$ cat config.mk
export PLATFORM = sky130hd
export DESIGN_NAME = dac_alarm
export DESIGN_NICKNAME = d
export VERILOG_FILES = /design/src/common/dac_pkg.sv /design/src/verilog/dac_alarm.sv
export SDC_FILE = /design/constraint.sdc
export NUM_CORES = 2
export LEC_CHECK = 0
export ABC_AREA = 1
export BUFFER_PORTS_ARGS = -buffer_cell sky130_fd_sc_hd__buf_2
export CAP_MARGIN = 40
export CORE_UTILIZATION = 47
export DETAILED_ROUTE_END_ITERATION = 10
export MAX_ROUTING_LAYER = met4
export PLACE_DENSITY = 0.6
export SYNTH_ARGS = -nofsm -noshare
export SYNTH_HDL_FRONTEND = slang
export SYNTH_SLANG_ARGS = --single-unit
$ cat constraint.sdc
create_clock -name core_clk -period 73 [get_ports core_clk]
set_clock_uncertainty 0.05 [all_clocks]
set_input_delay 14.6 -clock core_clk [delete_from_list [all_inputs] [get_ports core_clk]]
set_output_delay 14.6 -clock core_clk [all_outputs]
set_load 0.005 [all_outputs]
$ cat src/common/dac_pkg.sv
// Package with register map, field positions and types for the dual alarm comparator
package dac_pkg;

  localparam logic [6:0] ADDR_THR_FIRST  = 7'h20;
  localparam logic [6:0] ADDR_THR_SECOND = 7'h22;
  localparam logic [6:0] ADDR_CNT_FIRST  = 7'h24;
  localparam logic [6:0] ADDR_CNT_SECOND = 7'h26;
  localparam logic [6:0] ADDR_CTRL       = 7'h28;
  localparam logic [6:0] ADDR_STATUS     = 7'h3C;

  localparam logic [15:0] RST_REG   = 16'h0000;
  localparam int THR_DIR_BIT        = 15;
  localparam int THR_MAG_MSB        = 13;
  localparam int CNT_MSB            = 7;
  localparam int CTRL_ROC_SECOND    = 15;
  localparam int CTRL_SRC_SECOND_LO = 12;
  localparam int CTRL_ROC_FIRST     = 11;
  localparam int CTRL_SRC_FIRST_LO  = 8;
  localparam int CTRL_FILT_BIT      = 4;
  localparam int CTRL_OUT_EN_BIT    = 2;
  localparam int CTRL_OUT_POL_BIT   = 1;
  localparam int CTRL_LINE_SEL_BIT  = 0;
  localparam int STAT_FIRST_BIT     = 8;

  localparam logic [2:0] SRC_OFF    = 3'h0;
  localparam logic [2:0] SRC_SUPPLY = 3'h1;
  localparam logic [2:0] SRC_RATE   = 3'h2;
  localparam logic [2:0] SRC_AUX    = 3'h5;
  localparam logic [2:0] SRC_TEMP   = 3'h6;

  // One sample on each of the four sources, both forms
  typedef struct packed {
    logic        valid;
    logic [13:0] supply_raw;
    logic [13:0] supply_filt;
    logic [13:0] rate_raw;
    logic [13:0] rate_filt;
    logic [13:0] aux_raw;
    logic [13:0] aux_filt;
    logic [13:0] temp_raw;
    logic [13:0] temp_filt;
  } dac_samples_s;

  // One register access
  typedef struct packed {
    logic        wr;
    logic        rd;
    logic [6:0]  addr;
    logic [15:0] wdata;
  } dac_reg_req_s;

endpackage : dac_pkg

$ cat src/verilog/dac_alarm.sv
// Dual alarm comparator: registers, level and rate-of-change comparison, status, I/O drive
`timescale 1ns/1ps
module dac_alarm
  import dac_pkg::*;
#(
  parameter int DATA_W = 14
) (
  // Clock and reset
  input  wire logic         core_clk,
  input  wire logic         rst,
  // Register access from the serial port logic
  input  wire dac_reg_req_s reg_req,
  output logic [15:0]       reg_rdata,
  // Source samples
  input  wire dac_samples_s samples,
  // First threshold value restored from nonvolatile storage, loaded on nv_load
  input  wire logic         nv_load,
  input  wire logic [15:0]  nv_thr_first,
  output logic [15:0]       nv_thr_first_save,
  output logic              nv_save_req,
  // General I/O lines
  output logic              io_first_out,
  output logic              io_first_oe,
  output logic              io_second_out,
  output logic              io_second_oe,
  output logic [1:0]        alarm_active
);

  // Register storage, all cleared by reset
  logic [15:0] thr_r [2];
  logic [15:0] cnt_r [2];
  logic [15:0] ctrl_r;
  logic [1:0]  stat_r;
  logic [1:0]  stat_nxt;
  logic [15:0] rdata_r;
  logic        nv_req_r;
  // Output line flip-flops
  logic        io0_r;
  logic        io0_oe_r;
  logic        io1_r;
  logic        io1_oe_r;

  // Address matches, shared by the write strobes and the read multiplexer
  wire at_thr0 = (reg_req.addr == ADDR_THR_FIRST);
  wire at_thr1 = (reg_req.addr == ADDR_THR_SECOND);
  wire at_cnt0 = (reg_req.addr == ADDR_CNT_FIRST);
  wire at_cnt1 = (reg_req.addr == ADDR_CNT_SECOND);
  wire at_ctrl = (reg_req.addr == ADDR_CTRL);
  wire at_stat = (reg_req.addr == ADDR_STATUS);

  // Register write strobes; the status word has no write path
  wire wr_thr0  = reg_req.wr && at_thr0;
  wire wr_thr1  = reg_req.wr && at_thr1;
  wire wr_cnt0  = reg_req.wr && at_cnt0;
  wire wr_cnt1  = reg_req.wr && at_cnt1;
  wire wr_ctrl  = reg_req.wr && at_ctrl;
  wire rd_stat  = reg_req.rd && at_stat;
  wire filt_sel = ctrl_r[CTRL_FILT_BIT];

  // Write data with unused bits forced low, so they always read back as zero
  wire [15:0] thr_wdata    = {reg_req.wdata[15], 1'b0, reg_req.wdata[13:0]};
  wire [15:0] nv_thr_wdata = {nv_thr_first[15], 1'b0, nv_thr_first[13:0]};
  wire [15:0] cnt_wdata    = {8'h00, reg_req.wdata[7:0]};
  wire [15:0] ctrl_wdata   = {reg_req.wdata[15:8], 3'h0, reg_req.wdata[4], 1'b0,
                              reg_req.wdata[2:0]};

  // Read multiplexer; an unmapped address reads as zero
  wire [15:0] rd_mux =
    at_thr0 ? {thr_r[0][15], 1'b0, thr_r[0][13:0]} :
    at_thr1 ? {thr_r[1][15], 1'b0, thr_r[1][13:0]} :
    at_cnt0 ? {8'h00, cnt_r[0][7:0]} :
    at_cnt1 ? {8'h00, cnt_r[1][7:0]} :
    at_ctrl ? ctrl_r :
    at_stat ? {6'h00, stat_r, 8'h00} : 16'h0000;

  // Source words after the filtered or unfiltered choice, shared by both channels
  wire [DATA_W-1:0] supply_sel = filt_sel ? samples.supply_filt : samples.supply_raw;
  wire [DATA_W-1:0] rate_sel   = filt_sel ? samples.rate_filt   : samples.rate_raw;
  wire [DATA_W-1:0] aux_sel    = filt_sel ? samples.aux_filt    : samples.aux_raw;
  wire [DATA_W-1:0] temp_sel   = filt_sel ? samples.temp_filt   : samples.temp_raw;

  // Threshold registers; a bus write wins over a restore in the same cycle
  always_ff @(posedge core_clk or posedge rst) begin
    if (rst) begin
      thr_r[0] <= RST_REG;
      thr_r[1] <= RST_REG;
    end else begin
      if (wr_thr0) begin
        thr_r[0] <= thr_wdata;
      end else if (nv_load) begin
        thr_r[0] <= nv_thr_wdata;
      end
      if (wr_thr1) begin
        thr_r[1] <= thr_wdata;
      end
    end
  end

  // Sample-count registers; only the low byte is kept
  always_ff @(posedge core_clk or posedge rst) begin
    if (rst) begin
      cnt_r[0] <= RST_REG;
      cnt_r[1] <= RST_REG;
    end else begin
      if (wr_cnt0) begin
        cnt_r[0] <= cnt_wdata;
      end
      if (wr_cnt1) begin
        cnt_r[1] <= cnt_wdata;
      end
    end
  end

  // Control register
  always_ff @(posedge core_clk or posedge rst) begin
    if (rst) begin
      ctrl_r <= RST_REG;
    end else if (wr_ctrl) begin
      ctrl_r <= ctrl_wdata;
    end
  end

  // Read data holds until the next read, so a slow serial port can fetch it late
  always_ff @(posedge core_clk or posedge rst) begin
    if (rst) begin
      rdata_r <= RST_REG;
    end else if (reg_req.rd) begin
      rdata_r <= rd_mux;
    end
  end

  // Save request; every write of the first threshold asks for a store
  always_ff @(posedge core_clk or posedge rst) begin
    if (rst) begin
      nv_req_r <= 1'b0;
    end else begin
      nv_req_r <= wr_thr0;
    end
  end

  assign reg_rdata         = rdata_r;
  assign nv_save_req       = nv_req_r;
  assign nv_thr_first_save = thr_r[0];

  logic [1:0] hit;

  // Per-channel comparator
  for (genvar ch = 0; ch < 2; ch++) begin : g_ch
    localparam int SRC_LO = (ch == 0) ? CTRL_SRC_FIRST_LO : CTRL_SRC_SECOND_LO;
    localparam int ROC_B  = (ch == 0) ? CTRL_ROC_FIRST : CTRL_ROC_SECOND;

    wire [2:0] src    = ctrl_r[SRC_LO +: 3];
    wire       rate_of_change_select    = ctrl_r[ROC_B];
    wire       src_ok = (src == SRC_SUPPLY) || (src == SRC_RATE) ||
                        (src == SRC_AUX) || (src == SRC_TEMP);
    // Inactive codes fall through to temperature, but src_ok masks their hits
    wire [DATA_W-1:0] smp =
      (src == SRC_SUPPLY) ? supply_sel :
      (src == SRC_RATE)   ? rate_sel   :
      (src == SRC_AUX)    ? aux_sel    :
                            temp_sel;
    // A control write, an inactive source or level mode throws away a half-built average
    wire              restart = !src_ok || !rate_of_change_select || wr_ctrl;

    logic [DATA_W-1:0]  prev_r;
    logic               have_prev_r;
    logic signed [23:0] acc_r;
    logic [7:0]         n_r;
    logic signed [23:0] mean_r;
    logic               mean_ok_r;

    // Differences and averages are signed; the level path compares unsigned codes
    wire signed [23:0] diff    = 24'(signed'({1'b0, smp})) - 24'(signed'({1'b0, prev_r}));
    wire signed [23:0] acc_nxt = acc_r + diff;
    wire [7:0]         len     = (cnt_r[ch][7:0] == 8'h00) ? 8'h01 : cnt_r[ch][7:0];
    wire               last    = (n_r + 8'h01) == len;
    wire signed [23:0] mag     = 24'(signed'({1'b0, thr_r[ch][THR_MAG_MSB:0]}));
    wire               gt      = thr_r[ch][THR_DIR_BIT];
    wire               lvl_hit = gt ? (smp > thr_r[ch][THR_MAG_MSB:0])
                                    : (smp < thr_r[ch][THR_MAG_MSB:0]);
    wire               roc_hit = mean_ok_r && (gt ? (mean_r > mag) : (mean_r < mag));

    // Previous sample; the first sample after a restart only primes it
    always_ff @(posedge core_clk or posedge rst) begin
      if (rst) begin
        prev_r      <= '0;
        have_prev_r <= 1'b0;
      end else if (restart) begin
        have_prev_r <= 1'b0;
      end else if (samples.valid) begin
        prev_r      <= smp;
        have_prev_r <= 1'b1;
      end
    end

    // Running sum of sample-to-sample differences over the programmed count;
    // the divider is wide and takes acc_nxt, so it sits on the sample path, one result per window
    always_ff @(posedge core_clk or posedge rst) begin
      if (rst) begin
        acc_r     <= '0;
        n_r       <= 8'h00;
        mean_r    <= '0;
        mean_ok_r <= 1'b0;
      end else if (restart) begin
        acc_r     <= '0;
        n_r       <= 8'h00;
        mean_ok_r <= 1'b0;
      end else if (samples.valid && have_prev_r) begin
        if (last) begin
          mean_r    <= acc_nxt / 24'(signed'({1'b0, len}));
          mean_ok_r <= 1'b1;
          acc_r     <= '0;
          n_r       <= 8'h00;
        end else begin
          acc_r <= acc_nxt;
          n_r   <= n_r + 8'h01;
        end
      end
    end

    // A rate result is judged on every sample after it is formed, until the next one replaces it or a restart clears it
    assign hit[ch] = src_ok && samples.valid && (rate_of_change_select ? roc_hit : lvl_hit);
  end

  // Status next value; a new hit in the read cycle survives the clear,
  // so an event is never lost between the read and the clear
  assign stat_nxt = (rd_stat ? 2'b00 : stat_r) | hit;

  // Status latches
  always_ff @(posedge core_clk or posedge rst) begin
    if (rst) begin
      stat_r <= 2'b00;
    end else begin
      stat_r <= stat_nxt;
    end
  end

  assign alarm_active = stat_r;

  // I/O line drive from the latched alarm state
  wire any_alarm = |stat_r;
  wire out_en    = ctrl_r[CTRL_OUT_EN_BIT];
  wire lvl_out   = ctrl_r[CTRL_OUT_POL_BIT] ? any_alarm : !any_alarm;
  wire line_sel  = ctrl_r[CTRL_LINE_SEL_BIT];

  // Only one line is ever enabled; both carry the level, the other is not driven
  wire io0_oe_nxt = out_en && !line_sel;
  wire io1_oe_nxt = out_en && line_sel;

  // Output enables
  always_ff @(posedge core_clk or posedge rst) begin
    if (rst) begin
      io0_oe_r <= 1'b0;
      io1_oe_r <= 1'b0;
    end else begin
      io0_oe_r <= io0_oe_nxt;
      io1_oe_r <= io1_oe_nxt;
    end
  end

  // Output levels; with low polarity the idle level is 1 while enabled
  always_ff @(posedge core_clk or posedge rst) begin
    if (rst) begin
      io0_r <= 1'b0;
      io1_r <= 1'b0;
    end else begin
      io0_r <= lvl_out;
      io1_r <= lvl_out;
    end
  end

  assign io_first_out  = io0_r;
  assign io_first_oe   = io0_oe_r;
  assign io_second_out = io1_r;
  assign io_second_oe  = io1_oe_r;

endmodule : dac_alarm
# Yosys cells after proc, flatten, opt, wreduce, memory -nomap -nowiden
# Index checks and enable logic that the tools add are counted.
# W data, S select, Z words.
# classes
reduce_logical	48
muxes	49
div	2
n_bitwise	3
add_sub_neg	6
n_lt_le_gt_ge	8
n_eq_ne	16
# op_table
op	n
$mux W24	6
$mux W14	10
$mux W16	7
$mux W8	8
$add A24 B15 Y24	2
$div A24 B9 Y24	2
$gt A24 B15 Y1	2
$lt A24 B15 Y1	2
$eq A7 B6 Y1 const B	6
$sub A14 B14 Y15	2
$gt A14 B14 Y1	2
$lt A14 B14 Y1	2
$add A8 B1 Y8 const B	2
$eq A8 B8 Y1	2
$logic_and A1 B1 Y1	16
$logic_not A8 Y1	2
$mux W1	16
$reduce_bool A2 Y1	7
$eq A3 B3 Y1 const B	4
$logic_or A1 B1 Y1	10
$mux W10	1
$reduce_and A2 Y1	4
$eq A3 B1 Y1 const B	2
$eq A3 B2 Y1 const B	2
other kinds (6)	13
# word_totals
out_inout_bits	39
input_bits	157
wordCells	155
reg_bits	225

# Depth between registers and ports, before layout
# depth
ltp_word	9
ltp_mapped	422
ltp_nobuf	400

# Worst setup path after synthesis
# No wires, ideal clock.
# synth_path
path_kind	input to register
start	input samples[58] (netlist bit)
end	register g_ch[1].mean_r[16]
path_slack_ns	4.249
required_ns	72.817
setup_time_ns	0.133
path_buffers	28
t_arrival_ns	68.568
cell_stages	383
cell_sequence	mux2i_1 > nand2_1 > o211ai_1 > o21ai_0 > ha_1 > a21oi_1 > and2_1 > inv_1 > a21oi_1 > o21bai_1 > a21oi_1 > o21bai_1 > a21o_1 > a21oi_1 > inv_1 > a21oi_1 > inv_1 > a21oi_1 > [... 347 more ...] > a21oi_1 > o21bai_1 > a31oi_1 > nand3_1 > nor2_1 > nand2_1 > nor2_1 > nand3_2 > inv_2 > ha_1 > inv_1 > nor3_1 > inv_1 > nor3_1 > nand2_1 > o21ai_0 > xor2_1 > o21ai_0
# synth_via
elab_chain_cells	6
# synth_rtl
item	line	text
start: declaration	dac_alarm.sv:15	input wire dac_samples_s samples,
$mux W14	dac_alarm.sv:78	wire [DATA_W-1:0] rate_sel = filt_sel ? samples.rate_filt : samples.rate_raw;
$mux W14	dac_alarm.sv:159	(src == SRC_RATE) ? rate_sel :
$mux W14	dac_alarm.sv:158	(src == SRC_SUPPLY) ? supply_sel :
net g_ch[1].smp[2]	dac_alarm.sv:157	wire [DATA_W-1:0] smp =
$sub A14 B14 Y15	dac_alarm.sv:173	wire signed [23:0] diff = 24'(signed'({1'b0, smp})) - 24'(signed'({1'b0, prev_r}));
$add A24 B15 Y24	dac_alarm.sv:174	wire signed [23:0] acc_nxt = acc_r + diff;
$div A24 B9 Y24	dac_alarm.sv:210	mean_r <= acc_nxt / 24'(signed'({1'b0, len}));
end signal: assignment	dac_alarm.sv:210	
end: declaration	dac_alarm.sv:169	logic signed [23:0] mean_r;
# The timed path passes the listed nets, and every way through them passes these cells.
# A chain may end at the register's enable or synchronous reset.

# Final worst setup path
# layout_path
start	input samples[29] (netlist bit)
end	register g_ch[0].mean_r[18]
# layout_via
elab_chain_cells	7
# layout_rtl
item	line	text
$mux W14	dac_alarm.sv:79	wire [DATA_W-1:0] aux_sel = filt_sel ? samples.aux_filt : samples.aux_raw;
$mux W14	dac_alarm.sv:160	(src == SRC_AUX) ? aux_sel :
$mux W14	dac_alarm.sv:159	
$mux W14	dac_alarm.sv:158	
net g_ch[0].smp[1]	dac_alarm.sv:157	
$sub A14 B14 Y15	dac_alarm.sv:173	
$add A24 B15 Y24	dac_alarm.sv:174	
$div A24 B9 Y24	dac_alarm.sv:210	
end signal: assignment	dac_alarm.sv:210	
end: declaration	dac_alarm.sv:169	
# The timed path passes the listed nets, and every way through them passes these cells.

==> reports/metrics.yaml <==
run_status:
  status: "complete, no violations"
timing:
  slew_headroom: 0.418
  achievable-frequency_ghz: 0.0148
  finalSetupViolations: 0
  setup_slack_ns: 5.33
  hold_viol_final: 0
  final.period_utilization: 0.927
  finalWorstPathRequiredPeriod_ns: 67.67
  final.setup.tns_ns: 0
  finalMaxSlewViolations: 0
  max_slew.worst_pin.slew_ns: 0.871
finish:
  filler_cell_count: 9029
  post_route_cells_drive_above_1_share: 0.154
  finish.cell_count_without_fillers: 8471
  final_nets: 7928
  synthToLayoutAreaGrowth_pct: 14.3
floorplanning:
  fp.coreArea_um2: 87300
  die_h_um: 300
  initial_core_util: 0.478
  die-area_um2: 89900
  std_cell_rows: 108
  die_x_um: 300
  io_pins: 196
job:
  maxCapViolations: 0
placed_design:
  detailed_place_hpwl_um: 109000
  place_worst_setup_slack_ns: 1.12
  buffer_ports.inserted: 193
  placedCellCount: 8392
  gpl.final_weighted_congestion: 0.966
clock_tree:
  clkSlewWorstSetupHoldPaths_ns: 0.06
  cts_tree: "yes"
  worst_skew_pair.late_latency_ns: 0.55
  ctsLongestPathBuffers: 3
  htreeDepth: 1
  cts_inserted_buffers: 24
  numClockSinks: 224
  cts_hold_repair.buffers: 0
  root_buffer: "sky130_fd_sc_hd__clkbuf_16"
drt:
  final_routed_wirelength_um: 132000
  avgRoutedWirePerCell_um: 15.6
  route.vias.total: 44900
  drc: 0
  post_drt_via_cell_ratio: 5.29
  drt_pass1_iterations: 6
  detailedRoute.firstIterationViolations: 2756
  route.antenna.remaining_nets: 0
setup_path:
  timing.critical_path.mode_cell: "sky130_fd_sc_hd__nand2_1"
  cp-end-kind: "flip-flop"
  crit_type: "input port to flip-flop"
  setup.worst_path.start_class: "input port"
  worstPathMaxFanout: 10
  cp.required_ns: 73.35
  critical_path.slowest_cell: "sky130_fd_sc_hd__a22oi_2"
  critical_path_buf_inv_count: 85
  arrival_ns: 68.02
  cpPeakStageDelay_ns: 0.43
  critical_path.top_delay_family: "compound AO/OA/AOI/OAI gates"
global_route:
  grt_usage: 0.299
  pin_count_of_the_biggest_net_entering_global_routing: 84
  grt_pass1_wl_um: 215000
  number_of_global_route_vias_before_repair: 42600
  antenna_found_initial: 6
  grt_overflow: 0
synthesis:
  synth_area_um2: 41700
  async_reset_ff_frac: 1.00
  yosys_warnings: 0
  yosysSeqAreaShare: 0.134
  synth_cell_type_count: 75
  synth.ff_latch_count: 224
  syn-num-nets: 7445
  syn-instance-count: 6814
  synth-edff-count: 0
  leading_register_cell_type_out_of_synthesis: "sky130_fd_sc_hd__dfrtp_1"
  synth_area_per_cell_um2: 6.12
hold_path:
  classification_of_the_worst_slack_hold_path: "flip-flop to flip-flop"
## per-layer routing
layer | GRT usage | vias up | wire, um
met5 | - | - | 0
met4 | 0.0801 | 0 | 3970
met3 | 0.0255 | 186 | 6380
met2 | 0.511 | 882 | 62600
met1 | 0.376 | 20400 | 59400
li1 | - | 23400 | -
## sequential cells by signal, summed over array words and instances, names as in the netlist, 14 cells and up
name	cells
g_ch.mean_r	48
g_ch.acc_r	48
g_ch.prev_r	28
cnt_r	16
reg_rdata	16
nv_thr_first_save	15
g_ch.mag	14
g_ch.n_r	16
## cells by family (layout without fill, tap and decap cells)
logic type	Yosys count	in the layout	share of synthesized area
simple gates	3402	3402	0.371
compound gates	1172	1172	0.158
buf+inv	1158	1657	0.112
fa+ha+maj	474	474	0.143
xor+xnor	353	353	0.0749
flops	224	224	0.134
mux	30	30	0.00720
other cells	1	4	0.0000899
## area by class of cell
type	instances	area, um2	share of cell area
Antenna cell	3	7.51	0.000157
Timing Repair Buffer	587	3990	0.0837
Sequential cell	224	5610	0.118
Inverter	1028	3900	0.0818
Multi-Input combinational cell	5432	31900	0.668
Clock inverter	12	183	0.00383
Tap cell	1155	1450	0.0303
Clock buffer	30	674	0.0141
## worst reg2reg max path: cells and delay by family (launching register included)
family                   cells  cell delay, ns
flip-flops                   1            0.34
adder cells (fa/ha/maj)     27            8.09
AND/OR/NAND/NOR            155           16.49
AO/OA/AOI/OAI              132           20.28
buffers and inverters       87            9.21
XOR/XNOR                     2            0.51
## worst paths after layout
| path | start | endpoint | slack [ns] | depth (start not counted) |
|---|---|---|---|---|
| worst max-delay path | samples[29] | g_ch[0].mean_r[18] | 5.33 | 401 |
| worst min-delay path | g_ch[1].mean_r[17] | g_ch[1].mean_r[17] | 0.43 | 2 |
| worst max register to register | ctrl_r[4] | g_ch[0].mean_r[18] | 17.84 | 403 |
| worst min register to register | g_ch[1].mean_r[17] | g_ch[1].mean_r[17] | 0.43 | 2 |
| max in group asynchronous | rst | g_ch[1].mag[2] | 57.20 | 4 |
| min in group asynchronous | rst | g_ch[0].acc_r[12] | 13.97 | 2 |
## layout by cell type (no fill, tap or decap), types with 223 or more instances in the layout
master and n:
sky130_fd_sc_hd__xor2_1 253, sky130_fd_sc_hd__nand3_1 502, sky130_fd_sc_hd__dfrtp_1 223, sky130_fd_sc_hd__nor2_1 444
sky130_fd_sc_hd__ha_1 470, sky130_fd_sc_hd__nand2_1 1825, sky130_fd_sc_hd__buf_4 387, sky130_fd_sc_hd__o21ai_0 500
sky130_fd_sc_hd__inv_1 940, sky130_fd_sc_hd__a21oi_1 284
## cell usage after synthesis, drive strengths merged, types with 2 or more instances
library cell	n	area [um2]
nor2	560	2540
xnor2	95	840
or2	44	275
a22oi	4	30.0
buf	45	408
nand3b	32	240
clkbuf	84	379
nand3	558	3100
fa	4	80.1
o21bai	52	390
o2111ai	5	43.8
clkinv	18	68.8
a221oi	3	26.3
xor2	258	2280
a22o	2	18.8
inv	1010	3800
o21ai	565	2850
a31oi	17	106
o31ai	23	173
a21oi	337	1710
o22ai	31	194
and2	9	56.3
a211oi	11	87.6
nand2	1945	7690
and3	2	12.5
nor3	82	435
nand4	141	920
o221ai	16	140
a32o	8	80.1
nor4	20	125
a21o	40	302
nor3b	5	37.5
mux2i	30	300
or3	3	18.8
o21a	14	105
ha	470	5880
dfrtp	224	5610
o211ai	30	225
a21boi	10	75.1
## stage by stage
stage | utilization | cell area [um2] | hold slack [ns]
2_1_floorplan | - | 41700 | 0.393
3_3_place_gp | 0.527 | 46000 | 0.415
3_5_place_dp | 0.528 | 46100 | 0.416
4_1_cts | 0.538 | 46900 | 0.433
5_1_grt | 0.546 | 47700 | 0.454
6_report | 0.546 | 47700 | 0.432
## what timing repair did
action                     CTS  global route
setup endpoints to repair    0            48
setup buffers                0            33
gates resized for setup      0           150
Power is not shown: default switching activity piles up to over one toggle a cycle in this logic, so the estimate is an artifact.
